$ cat config.mk
export PLATFORM = sky130hd
export DESIGN_NAME = pmc_top
export DESIGN_NICKNAME = d
export VERILOG_FILES = /design/src/pmc_clock_switch.v /design/src/pmc_top.v
export VERILOG_INCLUDE_DIRS = /design/src
export SDC_FILE = /design/constraint.sdc
export NUM_CORES = 1
export LEC_CHECK = 0
export BUFFER_PORTS_ARGS = -buffer_cell sky130_fd_sc_hd__buf_4
export CAP_MARGIN = 20
export CORE_ASPECT_RATIO = 2
export CORE_UTILIZATION = 56
export CTS_CLUSTER_DIAMETER = 150
export DETAILED_ROUTE_END_ITERATION = 7
export HOLD_SLACK_MARGIN = 0.03
export PLACE_DENSITY = 0.79
export REMOVE_ABC_BUFFERS = 1
export SETUP_SLACK_MARGIN = 0.15
export SLEW_MARGIN = 10
export SYNTH_ARGS = -nofsm -noshare
export SYNTH_HDL_FRONTEND = slang
export SYNTH_SLANG_ARGS = --single-unit
$ cat constraint.sdc
create_clock -name clock_in -period 3.2 [get_ports clock_in]
set_clock_uncertainty 0.2 [all_clocks]
set_input_delay 0 -clock clock_in [delete_from_list [all_inputs] [get_ports clock_in]]
set_output_delay 0 -clock clock_in [all_outputs]
set_load 0.02 [all_outputs]
$ cat src/pmc_map.vh
`ifndef PMC_MAP_VH
`define PMC_MAP_VH

// register offsets on the plain register port
`define PMC_ADDR_CTRL      8'h00
`define PMC_ADDR_STAT      8'h01

// power_mode_control_reg layout and reset value
`define PMC_CTRL_RESET     8'h40
`define PMC_BIT_SLOW_ON    7
`define PMC_BIT_FAST_ON    6
`define PMC_BIT_IDLE_SLOW  5
`define PMC_BIT_CORE_SLOW  4
`define PMC_BIT_RSVD       3
`define PMC_SEL_MSB        2

// valid upper-nibble codes {slow_on, fast_on, idle_slow, core_slow}
`define PMC_NIB_HS         4'h4
`define PMC_NIB_HS_DC      4'hc
`define PMC_NIB_DC         4'he
`define PMC_NIB_DC_LS      4'hf
`define PMC_NIB_LS         4'hb

// operating modes as reported in status
`define PMC_MODE_HS        2'h0
`define PMC_MODE_DC        2'h1
`define PMC_MODE_LS        2'h2

// status register bit positions
`define PMC_STAT_PEND      0
`define PMC_STAT_IRST      1

// instruction cycle is five fast-oscillator periods
`define PMC_TC_DIV_LAST    3'h4

// idle timer taps: code 0 watches bit 12 (4k), code 4 bit 16 (64k)
`define PMC_TAP_BASE       12
`define PMC_TAP_MAX        3'h4
`define PMC_TIMER_W        17

// idle timer presets: internal reset 00Fx, halt wake-up 256
`define PMC_IRST_UPPER     13'h000f
`define PMC_WAKE_PRESET    17'h00100
`define PMC_TIMER_ZERO     17'h00000
`define PMC_TIMER_ONE      17'h00001

`endif

$ cat src/pmc_clock_switch.v
`timescale 1ns/100ps
module pmc_clock_switch (
   input  wire clock_in,
   input  wire rst_in,
   input  wire fast_lvl_in,
   input  wire slow_lvl_in,
   input  wire sel_slow_in,
   input  wire run_in,
   output wire clock_out,
   output wire sel_slow_out
);

   reg cur_slow_q;
   reg gate_q;
   reg clk_q;
   wire cur_lvl;

   assign cur_lvl      = cur_slow_q ? slow_lvl_in : fast_lvl_in;
   assign clock_out    = clk_q;
   assign sel_slow_out = cur_slow_q;

   always @(posedge clock_in) begin
      if (rst_in) begin
         cur_slow_q <= 1'b0;
         gate_q     <= 1'b0;
         clk_q      <= 1'b0;
      end else begin
         // swap source only while both sources sit low
         if ((sel_slow_in != cur_slow_q) && !fast_lvl_in && !slow_lvl_in) begin
            cur_slow_q <= sel_slow_in;
         end
         // gate changes only in a low phase so no pulse is cut short
         if (!cur_lvl) begin
            gate_q <= run_in;
         end
         clk_q <= gate_q & cur_lvl;
      end
   end

endmodule // pmc_clock_switch

$ cat src/pmc_top.v
// Behaviour
// - three operating modes, each with halt and idle
// - halt allowed only by option input
// - idle keeps oscillator and timer; halt stops all
// - power save freezes the core; idle timer runs in idle, not in halt
// - reset loads control register with hex 40
// - bit 7 switches slow oscillator
// - bit 6 switches fast oscillator
// - bit 5 selects idle timer clock
// - bit 4 selects core clock source
// - idle fast with core slow forces low speed
// - five valid upper-nibble codes only
// - invalid upper nibble causes internal reset
// - internal reset lasts 240 to 255 cycles
// - low three bits select idle tap
// - five idle windows 4k to 64k
// - reset selects the 4096-cycle tap
// - high speed after reset, never from low
`timescale 1ns/100ps
`include "pmc_map.vh"
module pmc_top (
   input  wire       clock_in,
   input  wire       rst_in,
   input  wire [7:0] reg_addr_in,
   input  wire [7:0] reg_wdata_in,
   input  wire       reg_wr_in,
   input  wire       reg_rd_in,
   output wire [7:0] reg_rdata_out,
   input  wire       fast_osc_in,
   input  wire       slow_osc_in,
   input  wire       wakeup_in,
   input  wire       halt_option_in,
   input  wire       halt_req_in,
   input  wire       idle_req_in,
   output wire       core_clock_out,
   output wire       core_active_out,
   output wire       fast_osc_en_out,
   output wire       slow_osc_en_out,
   output wire       idle_timer_slow_out,
   output wire [1:0] mode_out,
   output wire       internal_reset_out,
   output wire       idle_timer_pend_out
);

   localparam ST_RUN   = 3'h0;
   localparam ST_IDLE  = 3'h1;
   localparam ST_HALT  = 3'h2;
   localparam ST_START = 3'h3;
   localparam ST_IRST  = 3'h4;

   // 0 fast osc, 1 slow osc, 2 wake-up pin
   reg  [2:0] meta_q;
   reg  [2:0] sync_q;
   reg  [2:0] prev_q;

   reg  [7:0]  ctrl_q;
   reg  [2:0]  state_q;
   reg  [2:0]  state_d;
   reg  [16:0] timer_q;
   reg  [16:0] timer_d;
   reg  [2:0]  presc_q;
   reg         pend_q;
   reg         irst_seen_q;
   reg  [7:0]  rdata_q;
   reg         fast_en_q;
   reg         slow_en_q;
   reg         idle_slow_q;
   reg         active_q;
   reg         irst_q;
   reg  [1:0]  mode_q;

   wire        fast_rise;
   wire        slow_rise;
   wire        wake_rise;
   wire        tc_fast;
   wire        timer_tick;
   wire        tap_event;
   wire        ctrl_wr;
   wire        stat_wr;
   wire        nib_bad;
   wire        ls_to_hs;
   wire [3:0]  nib_new;
   wire [3:0]  nib_cur;
   wire [1:0]  mode_now;
   wire        idle_slow_eff;
   wire        core_slow_eff;
   wire        core_slow_now;
   wire [7:0]  status;

   // only the five documented codes pass
   function nib_legal;
      input [3:0] nib;
      begin
         nib_legal = (nib == `PMC_NIB_HS) || (nib == `PMC_NIB_HS_DC) || (nib == `PMC_NIB_DC) ||
                     (nib == `PMC_NIB_DC_LS) || (nib == `PMC_NIB_LS);
      end
   endfunction

   // bit of the idle timer watched by the interval select
   function tap_bit;
      input [2:0]  sel;
      input [16:0] value;
      reg   [2:0]  idx;
      begin
         idx = (sel > `PMC_TAP_MAX) ? `PMC_TAP_MAX : sel;
         tap_bit = value[`PMC_TAP_BASE + idx];
      end
   endfunction

   // mode decode from idle-timer and core selects
   function [1:0] mode_of;
      input idle_slow;
      input core_slow;
      begin
         if (core_slow) begin
            mode_of = `PMC_MODE_LS;
         end else if (idle_slow) begin
            mode_of = `PMC_MODE_DC;
         end else begin
            mode_of = `PMC_MODE_HS;
         end
      end
   endfunction

   genvar gi;
   generate
      for (gi = 0; gi < 3; gi = gi + 1) begin : g_sync
         always @(posedge clock_in) begin
            if (rst_in) begin
               meta_q[gi] <= 1'b0;
               sync_q[gi] <= 1'b0;
               prev_q[gi] <= 1'b0;
            end else begin
               meta_q[gi] <= (gi == 0) ? fast_osc_in : ((gi == 1) ? slow_osc_in : wakeup_in);
               sync_q[gi] <= meta_q[gi];
               prev_q[gi] <= sync_q[gi];
            end
         end
      end
   endgenerate

   assign fast_rise = sync_q[0] & ~prev_q[0] & ctrl_q[`PMC_BIT_FAST_ON];
   assign slow_rise = sync_q[1] & ~prev_q[1] & ctrl_q[`PMC_BIT_SLOW_ON];
   assign wake_rise = sync_q[2] & ~prev_q[2];
   assign tc_fast   = fast_rise && (presc_q == `PMC_TC_DIV_LAST);

   assign nib_cur       = ctrl_q[7:4];
   assign nib_new       = reg_wdata_in[7:4];
   assign idle_slow_eff = ctrl_q[`PMC_BIT_IDLE_SLOW] | ctrl_q[`PMC_BIT_CORE_SLOW];
   assign core_slow_eff = ctrl_q[`PMC_BIT_CORE_SLOW];
   assign mode_now      = mode_of(ctrl_q[`PMC_BIT_IDLE_SLOW], ctrl_q[`PMC_BIT_CORE_SLOW]);

   // internal reset counts instruction cycles of the fast clock, whatever the oscillator type
   assign timer_tick = (state_q == ST_HALT) ? 1'b0 :
                       (state_q == ST_IRST) ? tc_fast :
                       (idle_slow_eff ? slow_rise : tc_fast);
   assign tap_event  = timer_tick && (state_q != ST_IRST) && (state_q != ST_START) &&
                       (tap_bit(ctrl_q[`PMC_SEL_MSB:0], timer_q) !=
                        tap_bit(ctrl_q[`PMC_SEL_MSB:0], timer_q - `PMC_TIMER_ONE));

   assign ctrl_wr  = reg_wr_in && (reg_addr_in == `PMC_ADDR_CTRL) && (state_q != ST_IRST);
   assign stat_wr  = reg_wr_in && (reg_addr_in == `PMC_ADDR_STAT);
   assign nib_bad  = ctrl_wr && !nib_legal(nib_new);
   // low speed may not jump straight to high speed
   assign ls_to_hs = (nib_cur == `PMC_NIB_LS) && (nib_new == `PMC_NIB_HS);

   assign status = {core_slow_now, state_q, mode_q, irst_seen_q, pend_q};

   // power-save and internal-reset sequencing
   always @* begin
      state_d = state_q;
      timer_d = timer_tick ? (timer_q - `PMC_TIMER_ONE) : timer_q;
      case (state_q)
         ST_RUN: begin
            if (halt_req_in && halt_option_in) begin
               state_d = ST_HALT;
            end else if (idle_req_in) begin
               state_d = ST_IDLE;
            end
         end
         ST_IDLE: begin
            if (tap_event || wake_rise) begin
               state_d = ST_RUN;
            end
         end
         ST_HALT: begin
            if (wake_rise) begin
               state_d = ST_START;
               timer_d = `PMC_WAKE_PRESET;
            end
         end
         ST_START: begin
            if (timer_tick && (timer_q == `PMC_TIMER_ONE)) begin
               state_d = ST_RUN;
            end
         end
         ST_IRST: begin
            if (timer_tick && (timer_q[15:0] == `PMC_TIMER_ONE)) begin
               state_d = ST_RUN;
            end
         end
         default: begin
            state_d = ST_RUN;
         end
      endcase
      // an illegal nibble overrides any other move
      if (nib_bad) begin
         state_d = ST_IRST;
         timer_d = {`PMC_IRST_UPPER, timer_q[3:0]};
      end
   end

   always @(posedge clock_in) begin
      if (rst_in) begin
         ctrl_q  <= `PMC_CTRL_RESET;
         state_q <= ST_RUN;
         timer_q <= `PMC_TIMER_ZERO;
         presc_q <= 3'h0;
      end else begin
         state_q <= state_d;
         timer_q <= timer_d;
         if (fast_rise) begin
            presc_q <= (presc_q == `PMC_TC_DIV_LAST) ? 3'h0 : (presc_q + 3'h1);
         end
         if (nib_bad) begin
            ctrl_q <= `PMC_CTRL_RESET;
         end else if (ctrl_wr) begin
            // reserved bit is forced to zero; a refused nibble keeps the old mode bits
            ctrl_q[7:4] <= ls_to_hs ? nib_cur : nib_new;
            ctrl_q[`PMC_BIT_RSVD] <= 1'b0;
            ctrl_q[`PMC_SEL_MSB:0] <= reg_wdata_in[`PMC_SEL_MSB:0];
         end
      end
   end

   // sticky status: a new event beats a clear in the same cycle
   always @(posedge clock_in) begin
      if (rst_in) begin
         pend_q      <= 1'b0;
         irst_seen_q <= 1'b0;
      end else begin
         if (tap_event) begin
            pend_q <= 1'b1;
         end else if (stat_wr && reg_wdata_in[`PMC_STAT_PEND]) begin
            pend_q <= 1'b0;
         end
         if (nib_bad) begin
            irst_seen_q <= 1'b1;
         end else if (stat_wr && reg_wdata_in[`PMC_STAT_IRST]) begin
            irst_seen_q <= 1'b0;
         end
      end
   end

   // read data stand one cycle, zero otherwise and for unmapped addresses
   always @(posedge clock_in) begin
      if (rst_in) begin
         rdata_q <= 8'h00;
      end else if (reg_rd_in && (reg_addr_in == `PMC_ADDR_CTRL)) begin
         rdata_q <= ctrl_q;
      end else if (reg_rd_in && (reg_addr_in == `PMC_ADDR_STAT)) begin
         rdata_q <= status;
      end else begin
         rdata_q <= 8'h00;
      end
   end

   // registered outputs; halt drops both oscillators, idle keeps them
   always @(posedge clock_in) begin
      if (rst_in) begin
         fast_en_q   <= 1'b1;
         slow_en_q   <= 1'b0;
         idle_slow_q <= 1'b0;
         active_q    <= 1'b0;
         irst_q      <= 1'b0;
         mode_q      <= `PMC_MODE_HS;
      end else begin
         fast_en_q   <= ctrl_q[`PMC_BIT_FAST_ON] && (state_q != ST_HALT);
         slow_en_q   <= ctrl_q[`PMC_BIT_SLOW_ON] && (state_q != ST_HALT);
         idle_slow_q <= idle_slow_eff;
         // core clock is held off in every power-save state so core state is frozen
         active_q    <= (state_d == ST_RUN);
         irst_q      <= (state_d == ST_IRST);
         mode_q      <= mode_now;
      end
   end

   pmc_clock_switch u_switch (
      .clock_in     (clock_in),
      .rst_in       (rst_in),
      .fast_lvl_in  (sync_q[0] & ctrl_q[`PMC_BIT_FAST_ON]),
      .slow_lvl_in  (sync_q[1] & ctrl_q[`PMC_BIT_SLOW_ON]),
      .sel_slow_in  (core_slow_eff),
      .run_in       (active_q),
      .clock_out    (core_clock_out),
      .sel_slow_out (core_slow_now)
   );

   assign reg_rdata_out       = rdata_q;
   assign core_active_out     = active_q;
   assign fast_osc_en_out     = fast_en_q;
   assign slow_osc_en_out     = slow_en_q;
   assign idle_timer_slow_out = idle_slow_q;
   assign mode_out            = mode_q;
   assign internal_reset_out  = irst_q;
   assign idle_timer_pend_out = pend_q;

endmodule // pmc_top

### Word-level counts from Yosys, hierarchy flattened

Cells that the tools add are included.
Widths: inputs -> output; s select.

| operators by class | value |
|---|---|
| add/sub/neg operators | 3 |
| magnitude comparators | 2 |
| eq/ne operators | 20 |
| muxes and demuxes | 30 |
| bitwise gates (word level) | 14 |
| reduce and logical (&&, ||, !) cells | 37 |

Operators by type and width:

| operator | number |
|---|---|
| $mux 17 | 3 |
| $mux 3 | 9 |
| $mux 8 | 3 |
| $eq 4x4->1 const B | 5 |
| $logic_and 1x1->1 | 20 |
| $eq 17x1->1 const B | 1 |
| $sub 17x1->17 const B | 1 |
| $eq 16x1->1 const B | 1 |
| $pmux 3 s5 | 1 |
| $mux 1 | 11 |
| $bmux 1 s5 | 2 |
| $eq 3x3->1 const B | 3 |
| $and 1x1->1 | 8 |
| $eq 8x1->1 const B | 1 |
| $logic_not 8->1 | 1 |
| $eq 3x2->1 const B | 2 |
| $logic_not 3->1 | 2 |
| $lt 5x6->1 const B | 1 |
| $ne 3x2->1 const B | 2 |
| $add 4x3->5 const A | 1 |
| $logic_or 1x1->1 | 5 |
| $not 1->1 | 5 |
| $eq 4x3->1 const B | 1 |
| $reduce_bool 2->1 | 2 |
| other kinds (11) | 15 |

| word-level totals | value |
|---|---|
| register bits after elaboration | 59 |
| input port bits | 26 |
| output and inout bits | 17 |
| logic and storage cells | 136 |

### Depth between registers and ports, before layout

Gate-level depths: netlist (run 1).

| depth | value |
|---|---|
| word-level depth | 15 |
| gate-level depth with buffers | 11 |

### Hierarchy

Synthesis (run 1) repeated with hierarchy kept, for this count alone.

| second synthesis, totals | value |
|---|---|
| cell total of the unflattened synthesis | 294 |
| area, all modules | 2628.8 um^2 |

Modules (own cells, without submodules):

| module | times used | cells an instance | area each (um^2) | seq. area each (um^2) |
|---|---|---|---|---|
| pmc_top | 1 | 283 | 2513.7 | 1121.1 |
| pmc_clock_switch | 1 | 11 | 115.1 | 60.1 |

### Least setup slack after synthesis (run 1)

No wires, ideal clock.

| timing | value |
|---|---|
| path kind | reg-to-reg |
| from | register presc_q[0] |
| to | register timer_q[15] |
| setup time | 71 ps |
| data arrival time | 2018 ps |
| required time | 2929 ps |
| setup slack | 911 ps |
| stages on the path, launching flop included | 11 |
| path buffers | 1 |
| clock period less this slack | 2289 ps |
| cell sequence | dfxtp_1 > inv_1 > ha_1 > nand2_1 > o32ai_1 > and3_1 > buf_6 > nand3_4 > or4_4 > or3_1 > a21oi_1 |

| on the way | value |
|---|---|
| word-level cells in the longest chain between the ends | 8 |

RTL lines:

| element | RTL line | source |
|---|---|---|
| start: declaration | pmc_top.v:61 | `reg [2:0] presc_q;` |
| start signal: assignment | pmc_top.v:223 | `` presc_q <= (presc_q == `PMC_TC_DIV_LAST) ? 3'h0 : (presc_q + 3'h1); `` |
| $eq 3x3->1 (no line) (*) | - |  |
| $logic_and 1x1->1 (*) | pmc_top.v:145 | `` assign tc_fast = fast_rise && (presc_q == `PMC_TC_DIV_LAST); `` |
| $mux 1 | pmc_top.v:156 | `(idle_slow_eff ? slow_rise : tc_fast);` |
| $mux 1 (*) | pmc_top.v:155 | `(state_q == ST_IRST) ? tc_fast :` |
| $mux 1 (*) | pmc_top.v:154 | `assign timer_tick = (state_q == ST_HALT) ? 1'b0 :` |
| $mux 17 (*) | pmc_top.v:172 | `` timer_d = timer_tick ? (timer_q - `PMC_TIMER_ONE) : timer_q; `` |
| $mux 17 | pmc_top.v:187 | `if (wake_rise) begin` |
| $mux 17 (*) | pmc_top.v:173 | `case (state_q)` |
| end signal: assignment | pmc_top.v:217 | `` timer_q <= `PMC_TIMER_ZERO; `` |
| end signal: assignment | pmc_top.v:221 | `timer_q <= timer_d;` |
| end: declaration | pmc_top.v:59 | `reg [16:0] timer_q;` |

Every way passes the cells marked *; elsewhere a longest branch is shown, timed or not.
A chain may end at the register's enable or synchronous reset.

### Worst setup path after layout (run 1)

| timing | value |
|---|---|
| from | register state_q[2] |
| to | register ctrl_q[6] |

| on the way | value |
|---|---|
| word-level cells in the longest chain between the ends | 4 |
| elaborated cells between the ends (all ways) | 5 |
| classes of those cells | eq/ne (1); reduce/logical (4) |

RTL lines:

| element | RTL line | source |
|---|---|---|
| start: declaration | pmc_top.v:57 | `reg [2:0] state_q;` |
| start signal: assignment | pmc_top.v:220 | `state_q <= state_d;` |
| $ne 3x3->1 (*) | pmc_top.v:161 | `` assign ctrl_wr = reg_wr_in && (reg_addr_in == `PMC_ADDR_CTRL) && (state_q != ST_IRST); `` |
| $logic_and 1x1->1 (*) | pmc_top.v:161 |  |
| $logic_and 1x1->1 | pmc_top.v:163 | `assign nib_bad = ctrl_wr && !nib_legal(nib_new);` |
| $reduce_or 2->1 (no line) | - |  |
| end signal: assignment | pmc_top.v:215 | `` ctrl_q <= `PMC_CTRL_RESET; `` |
| end signal: assignment | pmc_top.v:226 | `` ctrl_q <= `PMC_CTRL_RESET; `` |
| end signal: assignment | pmc_top.v:229 | `ctrl_q[7:4] <= ls_to_hs ? nib_cur : nib_new;` |
| end: declaration | pmc_top.v:56 | `reg [7:0] ctrl_q;` |

Marks and branches as above.

==> results of run 1 <==
## critical path: cells and delay by family (launching register included)
kind,cells,cell delay (ns)
flops,1,0.52
simple gates,4,0.77
mux,1,0.22
buf+inv,2,1.15
## where the power goes
group | leakage, nW | total [mW] | switching [mW] | internal, mW
sequential | 0.478 | 0.762 | 0.0148 | 0.748
clock | 0.123 | 0.825 | 0.288 | 0.536
combinational | 0.881 | 0.123 | 0.0564 | 0.0668
## what timing repair did
item                                   4_1_cts  5_1_grt
buffers inserted                             0        3
endpoints found under the hold margin       43        0
setup endpoints to repair                    0        1
hold buffers                                32        0
resized for setup                            0        1
## per-layer routing
| metal | global-route usage | routed length (um) |
|---|---|---|
| met1 | 0.2854 | 2444 |
| met2 | 0.5097 | 3706 |
| met3 | 0.08030 | 289 |
| met4 | 0.1453 | 188 |
| met5 | 0 | 0 |
## flip-flops by register name, summed over array words and instances (netlist names), 2 cells and up
| register | count |
|---|---|
| timer_q | 17 |
| reg_rdata_out | 8 |
| ctrl_q | 7 |
| meta_q | 3 |
| presc_q | 3 |
| prev_q | 3 |
| state_q | 3 |
| sync_q | 3 |
| mode_out | 2 |
## layout make-up
cell class                      count  area [sq um]  area share
Multi-Input combinational cell    214          1419      0.3923
Sequential cell                    59          1181      0.3265
Clock buffer                       11         141.4     0.03909
Clock inverter                      5         100.1     0.02767
Timing Repair Buffer               79         673.1      0.1861
Inverter                            9         33.78    0.009339
Tap cell                           55         68.82     0.01902
## per-stage QoR
stage          std cells  utilization  hold WS, ns
2_1_floorplan        282            -      -0.1309
3_3_place_gp         381       0.6582     0.009722
3_5_place_dp         381       0.6582      0.01918
4_1_cts              429       0.7804       0.2008
5_1_grt              432       0.7867       0.2540
6_report             432       0.7867       0.2243
## kinds of logic (layout without fill, tap and decap cells)
family / count (synthesis) / count (layout) / synth area share
simple gates: 129 / 129 / 0.2794
flops: 59 / 59 / 0.4411
compound gates: 46 / 46 / 0.1023
buf+inv: 19 / 104 / 0.03130
xor+xnor: 18 / 18 / 0.05888
mux: 17 / 17 / 0.06822
fa+ha+maj: 4 / 4 / 0.01869
## path summary, 6_finish.rpt
path | cells past startpoint | start | end | slack (ns)
max | 7 | state_q[2]$_SDFF_PP0_ | ctrl_q[6]$_SDFFE_PP1P_ | 0.25
min | 7 | idle_req_in | state_q[0]$_SDFF_PP0_ | 0.22
max reg2reg | 7 | state_q[2]$_SDFF_PP0_ | ctrl_q[6]$_SDFFE_PP1P_ | 0.25
min reg2reg | 1 | meta_q[1]$_SDFF_PP0_ | sync_q[1]$_SDFF_PP0_ | 0.24
## cells in the final DEF, fill, tap and decap left out, types with 3 or more instances in the layout
cell	n
mux2i_1	16
ha_1	4
nor2b_1	12
clkbuf_8	10
dlygate4sd3_1	32
xnor2_1	8
nand4_1	4
nor2_1	36
inv_1	9
nor3b_1	3
a21oi_1	20
or3_1	3
dfxtp_1	59
bufinv_16	3
and3b_1	3
nand3_1	8
buf_4	47
xor2_1	10
o21ai_0	9
nor3_1	8
nand2_1	24
==> impl_metrics.py, run 1 <==
metrics = {
    "synth": {
        "synth_seq_cells": 59,
        "yosys.area.top_type": "dfxtp_1",
        "avgSynthCellArea_sq_um": 9.170,
        "syn_inst": 292,
        "synth.top_cell.area_share": 0.4411,
        "synth_common_cells": "59 x dfxtp_1, 36 x nor2_1, 24 x nand2_1, 20 x a21oi_1, 16 x mux2i_1",
        "ys.flop_type": "dfxtp_1",
        "ys_async_sr_fraction": 0,
        "syn_area_sq_mm": 0.002678,
        "synth_edf_count": 0,
        "synth_most_common_cell": "dfxtp_1",
        "synth_warnings": 0,
        "ys_top_cells_by_area": "dfxtp_1 44%, mux2i_1 6.0%, nor2_1 5.0%, a21oi_1 3.7%, nand2_1 3.4%",
        "synth.distinct_cells": 55,
        "ys_seq_area_frac": 0.4411,
    },
    "clock_network": {
        "cts_buffer_depth": 2,
        "cts.clk_slew.worst_paths_ns": 0.06,
        "htree_levels": 3,
        "cts_made_buffers": 9,
        "clock_sinks": 59,
        "clock_latency_ns": 0.34,
        "tritoncts": "built",
        "cts_root_buf": "clkbuf_8",
    },
    "critical_path": {
        "cp_slowest_stage_delay_ns": 0.59,
        "cp-start-kind": "flip-flop",
        "cp_slowest_cell": "dlygate4sd3_1",
        "crit_path_cell_trace": "nor3b_4 -> nor3b_4 -> nand2_1 -> mux2i_1 -> dlygate4sd3_1 -> nand2_1 -> dlygate4sd3_1",
        "path_max_fanout": 11,
        "cp-end-kind": "flip-flop",
        "worstSetupPathType": "flip-flop to flip-flop",
        "critPathRequiredTime_ns": 3.22,
        "cp.arrival_ns": 2.98,
    },
    "global_routing": {
        "antenna_found_initial": 0,
        "grt_pass1_wl_mm": 10.58,
        "first_global_vias": 2333,
        "grt_max_degree": 32,
        "grt_use_total": 0.2830,
        "overflow": 0,
    },
    "placement": {
        "place_congestion": 0.8218,
        "place_hpwl_mm": 4.040,
        "portBuffers": 41,
        "placed_cell_area_sq_mm": 0.003027,
        "place_worst_setup_slack_ns": 0.5479,
    },
    "die": {
        "die-area_sq_mm": 0.005079,
        "core_sq_mm": 0.004598,
        "fp.dieH_um": 99.79,
        "start_util": 0.5823,
        "row_count": 35,
        "io_pins": 43,
        "fp.dieW_um": 50.90,
    },
    "cells_and_area": {
        "design_area_sq_mm": 0.003617,
        "n_antenna_cell": 0,
        "drive_above_1_share": 0.2042,
        "final_nets": 402,
        "nFillCells": 294,
        "area_growth_syn_to_layout_pct": 35.09,
    },
    "power_and_ir_drop": {
        "p_leak_nw": 1.482,
        "power_density_mw_per_mm2": 472.8,
        "fin_total_pwr_mw": 1.710,
        "max-vdd-ir-drop_v": 0.0004509,
    },
    "routing": {
        "wire_per_inst_um": 15.34,
        "drt_iter0_markers": 97,
        "first_pass_iters": 5,
        "wirelength_mm": 6.628,
        "antenna_left": 0,
        "vias": 2483,
        "drc": 0,
        "routed_via_density": 5.748,
    },
    "timing": {
        "fin_ws_ns": 0.2467,
        "rsz0062_at_grt": "false",
        "report.final.hold_viol_count": 0,
        "clock.fmax_mhz": 338.6,
        "tightestPinTransition_ns": 0.4740,
        "drv_slew": 0,
        "tns_ns": 0,
        "setup_viol": 0,
        "period_share": 0.9229,
        "period_needed_ns": 2.953,
        "max-slew-margin-rel": 0.6815,
    },
    "worst_hold_path": {
        "worstHoldPathType": "input pin to flip-flop",
    },
    "flow_run": {
        "drv_cap": 0,
    },
    "outcome": {
        "outcome": "finished clean",
    },
}
No activity file was read; power rests on OpenSTA's default activity.
==> inputs of run 2 (changes only) <==
==> constraint.sdc (replaced) <==
create_clock -name clock_in -period 3.1 [get_ports clock_in]
set_clock_uncertainty 0.2 [all_clocks]
set_input_delay 0 -clock clock_in [delete_from_list [all_inputs] [get_ports clock_in]]
set_output_delay 0 -clock clock_in [all_outputs]
set_load 0.02 [all_outputs]
==> impl_metrics.py, run 2 (synthesis gave the netlist of run 1 again) <==
metrics = {
    "clock_network": {
        "tritoncts": "built",
        "clock_sinks": 59,
        "cts_made_buffers": 9,
        "cts_root_buf": "clkbuf_8",
        "htree_levels": 3,
        "post_cts_buffers": 0,
        "cts.clk_slew.worst_paths_ns": 0.06,
        "cts_buffer_depth": 2,
        "clock_latency_ns": 0.35,
    },
    "cells_and_area": {
        "drive_above_1_share": 0.2000,
        "final_common_cell": "dfxtp_1",
        "final_nets": 395,
        "register_area_sq_mm": 0.001181,
        "design_area_sq_mm": 0.003548,
        "multi_input_area_sq_mm": 0.001413,
        "largest_reg_flops": 17,
        "nFillCells": 336,
        "most-common-layout-cells": "59 x dfxtp_1, 44 x buf_4, 36 x nor2_1",
        "final_util": 0.7717,
        "area_growth_syn_to_layout_pct": 32.52,
        "n_antenna_cell": 0,
        "regMostFlops": "timer_q",
    },
    "global_routing": {
        "antenna_found_initial": 0,
        "grt_use_total": 0.2796,
        "grt_max_degree": 32,
        "overflow": 0,
        "first_global_vias": 2361,
        "grt_pass1_wl_mm": 10.47,
    },
    "critical_path": {
        "crit_path_cell_trace": "inv_1 -> ha_1 -> nand2_1 -> o32ai_1 -> and3_1 -> nand3_4 -> or4_4 -> or3_1 -> a21oi_1",
        "cp-start-kind": "flip-flop",
        "worstSetupPathType": "flip-flop to flip-flop",
        "cp_slowest_cell": "and3_1",
        "path_max_fanout": 10,
        "crit_family": "simple AND/OR/NAND/NOR gates",
        "cp_slowest_stage_delay_ns": 0.49,
        "cp.arrival_ns": 2.79,
        "critPathBufInv": 1,
        "critPathRequiredTime_ns": 3.17,
        "cp-end-kind": "flip-flop",
    },
    "outcome": {
        "outcome": "finished clean",
    },
    "routing": {
        "wirelength_mm": 6.479,
        "first_pass_iters": 5,
        "drc": 0,
        "antenna_left": 0,
        "vias": 2399,
        "routed_via_density": 5.645,
        "wire_per_inst_um": 15.24,
        "drt_iter0_markers": 44,
    },
    "timing": {
        "rsz0062_at_grt": "false",
        "clock.fmax_mhz": 367.1,
        "tightestPinTransition_ns": 0.7711,
        "max-slew-margin-rel": 0.4825,
        "period_needed_ns": 2.724,
        "report.final.hold_viol_count": 0,
        "tns_ns": 0,
        "setup_viol": 0,
        "period_share": 0.8786,
        "drv_slew": 0,
        "whs_ns": 0.2129,
    },
    "die": {
        "fp.dieW_um": 50.90,
        "die-area_sq_mm": 0.005079,
        "start_util": 0.5823,
        "io_pins": 43,
        "row_count": 35,
        "fp.dieH_um": 99.79,
        "core_sq_mm": 0.004598,
    },
    "power_and_ir_drop": {
        "max-vdd-ir-drop_v": 0.0006738,
        "p_leak_nw": 1.436,
        "power_density_mw_per_mm2": 497.7,
    },
    "placement": {
        "portBuffers": 41,
        "place_congestion": 0.8368,
        "placed_cell_area_sq_mm": 0.003027,
        "place_hpwl_mm": 4.294,
    },
    "worst_hold_path": {
        "worstHoldPathType": "input pin to flip-flop",
    },
    "flow_run": {
        "drv_cap": 0,
    },
}
## run 2: repair_timing
action                    CTS  global route
hold endpoints to repair   42             0
hold buffers               28             0
resized for setup           0             0
## run 2: path summary, 6_finish.rpt
check                                from                endpoint  slack, ns  cells past startpoint
hold reg to reg      meta_q[0]$_SDFF_PP0_    sync_q[0]$_SDFF_PP0_       0.24                      1
setup reg to reg  presc_q[0]$_SDFFE_PP0P_  timer_q[15]$_SDFF_PP0_       0.38                      9
hold / removal                idle_req_in   state_q[0]$_SDFF_PP0_       0.21                      7
setup / recovery  presc_q[0]$_SDFFE_PP0P_  timer_q[15]$_SDFF_PP0_       0.38                      9
## run 2: worst min-delay path, cell delays in order
cell      delay, ns
buf_4          0.11
nor4bb_1       0.13
a21oi_1        0.11
nor2_1         0.05
nor2_1         0.08
a21oi_1        0.08
and3b_1        0.15
## run 2: report_power, final
group,switching (mW),total [mW],internal [mW]
clock,0.301,0.854,0.553
combinational,0.0580,0.126,0.0679
sequential,0.0144,0.786,0.772
## run 2: final cells by class
class / instances / share of cell area
timing repair buffer: 72 / 0.1721
tap: 55 / 0.01939
clock buffer: 11 / 0.03985
clock inverter: 5 / 0.02821
inverter: 9 / 0.009520
multi-input combinational: 214 / 0.3981
sequential: 59 / 0.3329
## run 2: per-layer routing
layer	share of wire	track usage	vias up
met4	0.043	0.1902	0
met3	0.037	0.06364	25
li1	-	-	1175
met5	0	0	-
met1	0.36	0.2615	1134
met2	0.56	0.5138	65
## run 2: stage by stage
stage / power [mW] / cells / setup slack (ns)
floorplan: 0.8544 / 282 / 0.7270
global placement: 0.9043 / 381 / 0.4898
detailed placement: 0.9075 / 381 / 0.4362
CTS: 1.774 / 425 / 0.3938
global route: 1.821 / 425 / 0.2268
finish: 1.766 / 425 / 0.3763
